File: src/hdl/adc_cfg_pkg.sv
// Purpose: Shared constants for the converter configuration bank
// Assumes: 8-bit registers, byte-wide register port
// Notes: Range-select register offset is arbitrary
package adc_cfg_pkg;
  localparam int ADDR_W = 8;
  localparam int DATA_W = 8;
  localparam int SAMPLE_W = 14;
  localparam logic [7:0] OFF_POWER = 8'h43;
  localparam logic [7:0] OFF_PERF = 8'h4A;
  localparam logic [7:0] OFF_PEDESTAL = 8'hBF;
  localparam logic [7:0] OFF_LOOP = 8'hCF;
  localparam logic [7:0] OFF_RANGE = 8'hD0;
  localparam logic [7:0] RST_REG = 8'h00;
  // Writable bit masks; reserved bits store zero
  localparam logic [7:0] MASK_POWER = 8'h53;
  localparam logic [7:0] MASK_PERF = 8'h01;
  localparam logic [7:0] MASK_PEDESTAL = 8'hFC;
  localparam logic [7:0] MASK_LOOP = 8'hBC;
  localparam logic [7:0] MASK_RANGE = 8'h30;
  localparam int BIT_TOTAL_PDN = 6;
  localparam int BIT_OBUF_PDN = 4;
  localparam int BIT_SWING_LO = 0;
  localparam int BIT_HIFREQ = 0;
  localparam int BIT_PED_LO = 2;
  localparam int PED_W = 6;
  localparam int BIT_HOLD = 7;
  localparam int BIT_PERIOD_LO = 2;
  localparam int PERIOD_W = 4;
  localparam int BIT_RANGE_LO = 4;
  localparam logic [1:0] SWING_ON = 2'h3;
  localparam logic [1:0] LOW_SPEED_ON = 2'h3;
  // Loop length is 2^(BASE_SHIFT + code): code 0 gives 1M cycles
  localparam int BASE_SHIFT = 20;
  localparam logic [3:0] PERIOD_MAX = 4'hB;
endpackage

File: src/hdl/adc_config_offset_power_regs.sv
// Purpose: Configuration registers for power, swing, performance, offset
// Assumes: Register port on REF_CLK_I, samples one per clock
// Notes: Read data valid the cycle after the read strobe
//
// Overview of operation
// - Output-buffer power-down tristates data and clock output pins.
// - Swing field 11 enables swing control, 00 disables it.
// - Performance bit zero default, one for high input frequencies.
// - Performance register resets to zero.
// - Correction converges output to mid-code plus pedestal.
// - Pedestal is six-bit two's complement, -32 to +31 LSB.
// - Hold bit freezes estimate, last value applied each cycle.
// - Hold clear keeps estimate updating continuously.
// - Loop period code N gives 2^(20+N) cycles, up to 2G.
// - Range field 11 enables low-speed mode, else disabled.
// - Lower-rate variants run low-speed from reset, field not written.
// - Correction works only when digital path enable is one.
//
// Local design decision: the strobed register port.
`timescale 1ns/100ps
module adc_config_offset_power_regs #(
  parameter bit LOW_RATE_VARIANT = 1'b0,
  parameter int SAMPLE_W = adc_cfg_pkg::SAMPLE_W
) (
  // Clock and reset
  input wire logic REF_CLK_I,
  input wire logic RSTN_I,
  // Register port
  input wire logic [adc_cfg_pkg::ADDR_W-1:0] ADDR_I,
  input wire logic [adc_cfg_pkg::DATA_W-1:0] WDATA_I,
  input wire logic WR_I,
  input wire logic RD_I,
  output logic [adc_cfg_pkg::DATA_W-1:0] RDATA_O,
  // Controls from elsewhere
  input wire logic DIGITAL_PATH_ENABLE_I,
  input wire logic CORRECTION_ENABLE_I,
  // Sample path
  input wire logic [SAMPLE_W-1:0] SAMPLE_I,
  output logic [SAMPLE_W-1:0] SAMPLE_O,
  output logic [SAMPLE_W-1:0] OUT_DATA_O,
  output logic OUT_DATA_OE_O,
  output logic OUT_CLK_O,
  output logic OUT_CLK_OE_O,
  // Analog controls and correction status
  output logic TOTAL_POWER_DOWN_O,
  output logic OUTPUT_BUFFER_POWER_DOWN_O,
  output logic SWING_CONTROL_ENABLE_O,
  output logic HIGH_FREQ_PERFORMANCE_O,
  output logic LOW_SPEED_MODE_O,
  output logic CORRECTION_ACTIVE_O,
  output logic HOLD_CORRECTION_ESTIMATE_O
);
  if (SAMPLE_W < 8 || SAMPLE_W > 16) begin : g_bad_sample_w
    $error("adc_config_offset_power_regs: SAMPLE_W out of range");
  end

  typedef struct packed {
    logic [7:0] power;
    logic [7:0] perf;
    logic [7:0] pedestal;
    logic [7:0] loop_ctl;
    logic [7:0] range_sel;
    logic [7:0] rdata;
    logic [SAMPLE_W-1:0] out_data;
    logic out_clk;
  } state_t;

  state_t cur_ff;
  state_t nxt_cur;
  logic [7:0] wmasked;
  logic [7:0] rd_mux;
  logic corr_active;
  logic hold;
  logic [3:0] period_code;
  logic [5:0] shift;
  logic low_speed;
  logic [SAMPLE_W-1:0] corrected;

  assign wmasked = WDATA_I;

  always_comb begin
    case (ADDR_I)
      adc_cfg_pkg::OFF_POWER: rd_mux = cur_ff.power;
      adc_cfg_pkg::OFF_PERF: rd_mux = cur_ff.perf;
      adc_cfg_pkg::OFF_PEDESTAL: rd_mux = cur_ff.pedestal;
      adc_cfg_pkg::OFF_LOOP: rd_mux = cur_ff.loop_ctl;
      adc_cfg_pkg::OFF_RANGE: rd_mux = cur_ff.range_sel;
      default: rd_mux = 8'h00;
    endcase
  end

  always_comb begin
    nxt_cur = cur_ff;
    if (WR_I) begin
      case (ADDR_I)
        adc_cfg_pkg::OFF_POWER: begin
          nxt_cur.power = wmasked & adc_cfg_pkg::MASK_POWER;
        end
        adc_cfg_pkg::OFF_PERF: begin
          nxt_cur.perf = wmasked & adc_cfg_pkg::MASK_PERF;
        end
        adc_cfg_pkg::OFF_PEDESTAL: begin
          nxt_cur.pedestal = wmasked & adc_cfg_pkg::MASK_PEDESTAL;
        end
        adc_cfg_pkg::OFF_LOOP: begin
          nxt_cur.loop_ctl = wmasked & adc_cfg_pkg::MASK_LOOP;
        end
        adc_cfg_pkg::OFF_RANGE: begin
          if (!LOW_RATE_VARIANT) begin
            nxt_cur.range_sel = wmasked & adc_cfg_pkg::MASK_RANGE;
          end
        end
        default: begin
          nxt_cur.power = cur_ff.power;
        end
      endcase
    end
    nxt_cur.rdata = RD_I ? rd_mux : 8'h00;
    nxt_cur.out_data = corrected;
    nxt_cur.out_clk = ~cur_ff.out_clk;
    if (cur_ff.power[adc_cfg_pkg::BIT_TOTAL_PDN]) begin
      nxt_cur.out_data = '0;
      nxt_cur.out_clk = 1'b0;
    end
  end

  always_ff @(posedge REF_CLK_I or negedge RSTN_I) begin
    if (!RSTN_I) begin
      cur_ff <= '0;
    end else begin
      cur_ff <= nxt_cur;
    end
  end

  assign corr_active = CORRECTION_ENABLE_I && DIGITAL_PATH_ENABLE_I
    && !cur_ff.power[adc_cfg_pkg::BIT_TOTAL_PDN];
  assign hold = cur_ff.loop_ctl[adc_cfg_pkg::BIT_HOLD];
  assign period_code = cur_ff.loop_ctl[adc_cfg_pkg::BIT_PERIOD_LO +:
    adc_cfg_pkg::PERIOD_W];

  // loop length, codes above max clamp
  always_comb begin
    if (period_code > adc_cfg_pkg::PERIOD_MAX) begin
      shift = 6'(adc_cfg_pkg::BASE_SHIFT) + 6'(adc_cfg_pkg::PERIOD_MAX);
    end else begin
      shift = 6'(adc_cfg_pkg::BASE_SHIFT) + {2'h0, period_code};
    end
  end

  offset_estimator #(
    .SAMPLE_W(SAMPLE_W),
    .ACC_W(SAMPLE_W + 40)
  ) u_est (
    .clk_i(REF_CLK_I),
    .rstn_i(RSTN_I),
    .active_i(corr_active),
    .hold_i(hold),
    .shift_i(shift),
    .pedestal_i(cur_ff.pedestal[adc_cfg_pkg::BIT_PED_LO +:
      adc_cfg_pkg::PED_W]),
    .sample_i(SAMPLE_I),
    .sample_o(corrected)
  );

  assign low_speed = LOW_RATE_VARIANT ? 1'b1 :
    (cur_ff.range_sel[adc_cfg_pkg::BIT_RANGE_LO +: 2] ==
     adc_cfg_pkg::LOW_SPEED_ON);

  assign RDATA_O = cur_ff.rdata;
  assign SAMPLE_O = corrected;
  assign OUT_DATA_O = cur_ff.out_data;
  assign OUT_CLK_O = cur_ff.out_clk;
  assign OUT_DATA_OE_O = !cur_ff.power[adc_cfg_pkg::BIT_OBUF_PDN]
    && !cur_ff.power[adc_cfg_pkg::BIT_TOTAL_PDN];
  assign OUT_CLK_OE_O = OUT_DATA_OE_O;
  assign TOTAL_POWER_DOWN_O = cur_ff.power[adc_cfg_pkg::BIT_TOTAL_PDN];
  assign OUTPUT_BUFFER_POWER_DOWN_O =
    cur_ff.power[adc_cfg_pkg::BIT_OBUF_PDN];
  assign SWING_CONTROL_ENABLE_O =
    (cur_ff.power[adc_cfg_pkg::BIT_SWING_LO +: 2] == adc_cfg_pkg::SWING_ON);
  assign HIGH_FREQ_PERFORMANCE_O = cur_ff.perf[adc_cfg_pkg::BIT_HIFREQ];
  assign LOW_SPEED_MODE_O = low_speed;
  assign CORRECTION_ACTIVE_O = corr_active;
  assign HOLD_CORRECTION_ESTIMATE_O = hold && corr_active;
endmodule

File: src/hdl/offset_estimator.sv
// Purpose: First-order offset estimator and sample correction
// Assumes: One sample per clock, two's-complement samples
// Notes: Averaging length is 2^shift cycles
`timescale 1ns/100ps
module offset_estimator #(
  parameter int SAMPLE_W = 14,
  parameter int ACC_W = 48
) (
  // Clock and reset
  input wire logic clk_i,
  input wire logic rstn_i,
  // Control
  input wire logic active_i,
  input wire logic hold_i,
  input wire logic [5:0] shift_i,
  input wire logic signed [5:0] pedestal_i,
  // Samples
  input wire logic signed [SAMPLE_W-1:0] sample_i,
  output logic signed [SAMPLE_W-1:0] sample_o
);
  // Widths the shifter and accumulator cannot serve
  if (SAMPLE_W < 8 || ACC_W < SAMPLE_W + 32) begin : g_bad_width
    $error("offset_estimator: unsupported widths");
  end

  typedef struct packed {
    logic signed [ACC_W-1:0] acc;
    logic signed [SAMPLE_W-1:0] out;
  } state_t;

  state_t cur_ff;
  state_t nxt_cur;
  logic signed [ACC_W-1:0] est;
  logic signed [ACC_W-1:0] err;
  logic signed [ACC_W-1:0] corr;

  always_comb begin
    nxt_cur = cur_ff;
    est = cur_ff.acc >>> shift_i;
    corr = ACC_W'(sample_i) - est;
    // Error against mid-code plus pedestal
    err = corr - ACC_W'(pedestal_i);
    if (!active_i) begin
      nxt_cur.acc = '0;
      nxt_cur.out = sample_i;
    end else begin
      if (!hold_i) begin
        nxt_cur.acc = cur_ff.acc + err;
      end
      nxt_cur.out = corr[SAMPLE_W-1:0];
    end
  end

  always_ff @(posedge clk_i or negedge rstn_i) begin
    if (!rstn_i) begin
      cur_ff <= '0;
    end else begin
      cur_ff <= nxt_cur;
    end
  end

  assign sample_o = cur_ff.out;
endmodule

File: config.mk
export PLATFORM = sky130hd
export DESIGN_NAME = adc_config_offset_power_regs
export DESIGN_NICKNAME = d
export VERILOG_FILES = /design/src/hdl/adc_cfg_pkg.sv /design/src/hdl/adc_config_offset_power_regs.sv /design/src/hdl/offset_estimator.sv
export SDC_FILE = /design/constraint.sdc
export NUM_CORES = 1
export LEC_CHECK = 0
export BUFFER_PORTS_ARGS = -buffer_cell sky130_fd_sc_hd__buf_2
export CAP_MARGIN = 40
export CORE_ASPECT_RATIO = 1.1
export CORE_MARGIN = 2
export CORE_UTILIZATION = 40
export DETAILED_ROUTE_END_ITERATION = 6
export HOLD_SLACK_MARGIN = 0.12
export PLACE_DENSITY = 0.65
export SYNTH_ARGS = -nofsm -noshare
export SYNTH_HDL_FRONTEND = slang
export SYNTH_SLANG_ARGS = --single-unit
File: constraint.sdc
create_clock -name REF_CLK_I -period 11.2 [get_ports REF_CLK_I]
set_input_delay 0.56 -clock REF_CLK_I [delete_from_list [all_inputs] [get_ports REF_CLK_I]]
set_output_delay 0.56 -clock REF_CLK_I [all_outputs]
set_load 0.02 [all_outputs]
==> summary.txt <==
Clocking
  – Max clock buf depth: 2
  – Hold buffer count at cts: 0
  – Cts repair resizes: 0
  – Latest clock arrival within the worst-skew pair: 0.37 ns
  – CTS Sinks: ~110
  – H-tree depth: 3
  – CTS root buf: clkbuf_16
  – Postcts setup bufs: 0
  – TritonCTS Buffers: 9
  – Reg clk slew, reported paths: 0.08 ns
  – CTS tree: yes

STA
  – Final hold viol count: 0
  – Fin. max-slew vios: 0
  – Setup tns final: 0 ns
  – Worst-margin pin slew: 0.936 ns
  – Unrepaired setup endpoints after global routing: no
  – Fin crit share: 0.783
  – Post-layout minimum cycle time: 8.77 ns
  – Slew headroom: 0.376
  – Final Skew: 0.0139 ns
  – Crit path setup slack, layout: 2.43 ns
  – Final setup fails: 0
  – F_max: 0.114 GHz

Yosys
  – Mux contribution to synthesized area: 0.0961
  – Synth Area per Inst: 8.73 µm²
  – Synth Area in Compound Gates: 0.218
  – Post-synthesis cell type count: 75
  – Post-Synthesis Cell Area: between 10000 and 15000 µm²
  – XOR/XNOR share of the synthesized area: 0.0608
  – Sequential element share of the synthesized area: 0.234
  – Ys async rst share: 1.00
  – FF+latch count, synth: between 100 and 150
  – Commonest register cell after synthesis: dfrtp_1
  – Mapped Nets: ~1500
  – Simple-Gate Fraction of Synth Area: 0.150
  – Mapped Cells: ~1300
  – Main combinational cell family by area after synthesis: compound AO/OA/AOI/OAI gates
  – Adder-cell area share of the yosys netlist: 0.191
  – Synth warn: 0
  – Post-synth EDFFs: 0

GRT
  – Number of global-route vias before repair: roughly 9600
  – Gr usage total: 0.205
  – Gr ovfl total: 0
  – First-pass GRT wire length: between 50000 and 60000 µm
  – Initial antenna violation count: 1
  – Largest net degree at the start of global routing: 60

Setup path
  – R2R setup slack: between 2 and 2.5 ns
  – Crit-path max FO: between 50 and 60
  – Crit end category: flip-flop
  – Max stage delay on crit path: about 0.75 ns
  – Max stage delay cell, worst path: dfrtp_2
  – Capturing point of the worst reg2reg path: u_est.cur_ff[67]
  – WP data required: approximately 12 ns
  – Largest delay share family, worst path: compound AO/OA/AOI/OAI gates
  – Crit path kind: reg2reg
  – CP Launch Type: flip-flop
  – R2r startpoint: cur_ff[36]
  – Worst EP arrival: 9.07 ns
  – Worst R2R Path Depth: 33
  – Buffers & Inverters on Critical Path: 1

Route
  – TritonRoute pass-1 iters: 5
  – DR vias/cell: 5.73
  – Via Count: 9899
  – Routed Antenna Nets: 0
  – Routed WL: 31300 µm
  – Drt drc: 0
  – Wire per inst: about 18 µm
  – DRT iter0 DRCs: around 700

Flow run
  – Max cap viols: 0

Placement
  – Dpl cells: 1711
  – Port Buffer Count: 81
  – Placer Congestion: roughly 0.9
  – Pre-CTS WS: roughly 2.5 ns
  – HPWL after DPL: 24400 µm

Cells and area
  – Share of layout cells above drive strength 1: 0.122
  – Final Non-Filler Cells: about 1700
  – ANT cells: 0
  – NumNets Final: about 1500
  – Syn-to-layout area delta: 7.89%
  – Filler cells: 2821

Die
  – Row count: 65
  – Starting Density: 0.407
  – Die Wd: roughly 170 µm
  – Die Ht: 183 µm
  – Count of boundary I/O pins: slightly above 80
  – Core area: about 29000 µm²
  – Die Area: 30600 µm²

Power and ir drop
  – P_leak: between 5 and 6 nW
  – Final Power: 4.38 mW
  – IR drop worst, VDD: about 140 µV
  – Pwr per Cell Area: about 350 nW/µm²

Status
  – Status: complete, no violations

Worst hold path
  – Hold Path Class: in2async
flip-flops by register name, summed over array words and instances, names as in the netlist:
name                        cells
OUT_CLK_O                       1
OUT_DATA_O                     14
u_est.sample_o                 14
OUTPUT_BUFFER_POWER_DOWN_O      1
HIGH_FREQ_PERFORMANCE_O         1
cur_ff                         15
u_est.cur_ff                   54
TOTAL_POWER_DOWN_O              1
RDATA_O                         8
kinds of logic after synthesis:
| group | count (synthesis) |
|---|---|
| flip-flops | 109 |
| XOR/XNOR | 81 |
| multiplexers | 108 |
| adder cells (fa/ha/maj) | 146 |
| buffers and inverters | 120 |
| AO/OA/AOI/OAI | 397 |
| AND/OR/NAND/NOR | 377 |
where the power goes:
group | internal [mW] | leakage [nW] | switching, mW
logic | 1.45 | 4.30 | 2.01
registers | 0.469 | 1.43 | 0.0838
clock network | 0.200 | 0.163 | 0.170
per-stage QoR:
| stage | hold WS [ns] | area (µm²) | utilization |
|---|---|---|---|
| floorplan | 0.264 | 11700 | - |
| global placement | 0.404 | 12200 | 0.424 |
| detailed placement | 0.416 | 12200 | 0.427 |
| CTS | 0.201 | 12600 | 0.438 |
| global route | 0.221 | 12600 | 0.439 |
| finish | 0.177 | 12600 | 0.439 |
worst reg2reg max path: cells and delay by family, from the launching register on:
family / cells / cell delay [ns]
AO/OA/AOI/OAI: 17 / 3.75
buffers and inverters: 1 / 0.46
multiplexers: 1 / 0.32
flip-flops: 1 / 0.75
adder cells (fa/ha/maj): 4 / 1.56
AND/OR/NAND/NOR: 8 / 1.56
XOR/XNOR: 2 / 0.29
how the worst max path moves through the flow:
stage	from	end	slack [ns]	depth (start not counted)
floorplan	cur_ff[35]	u_est.cur_ff[67]	3.59	35
detailed placement	cur_ff[36]	u_est.cur_ff[67]	2.46	33
global route	cur_ff[36]	u_est.cur_ff[67]	1.72	33
finish	cur_ff[36]	u_est.cur_ff[67]	2.43	33
global placement	cur_ff[35]	u_est.cur_ff[67]	2.54	31
CTS	cur_ff[36]	u_est.cur_ff[67]	2.41	33
layer usage:
metal	vias up	global-route usage	wire (µm)
li1	4804	-	-
met1	4814	0.278	14200
met2	252	0.350	15100
met3	27	0.0224	1360
met4	2	0.0534	612
met5	-	0	7
synthesized netlist by cell type (16+ instances only):
master,number,area share
nand2_1,140,0.045
nor2_1,114,0.037
a21o_1,52,0.033
ha_1,92,0.099
o21ai_0,86,0.037
xor2_1,35,0.026
clkbuf_1,43,0.014
xnor2_1,46,0.035
nor2b_1,22,0.012
fa_1,54,0.093
dfrtp_1,109,0.23
a211oi_1,17,0.011
o21a_1,16,0.010
inv_1,30,0.0096
a21oi_1,134,0.057
mux2i_1,84,0.072
mux2_2,23,0.022
buf_4,37,0.024
cell type report:
type | instances | area, µm² | share of cell area
clock inverters | 7 | 108 | 0.00854
flip-flops and latches | 109 | 2730 | 0.217
repair buffers | 96 | 578 | 0.0459
inverters | 30 | 114 | 0.00904
clock buffers | 9 | 225 | 0.0179
multi-input cells | 1109 | 8380 | 0.665
well taps | 368 | 460 | 0.0365
cells in the final DEF, fill, tap and decap left out, types with 29 or more instances in the layout:
cell type,count
ha_1,92
fa_1,54
nor2_1,113
dfrtp_1,107
a21o_1,52
a21oi_1,132
mux2i_1,84
nand2_1,140
xnor2_1,46
buf_2,81
o21ai_0,86
inv_1,29
xor2_1,35
(Power assumes the default switching activity.)
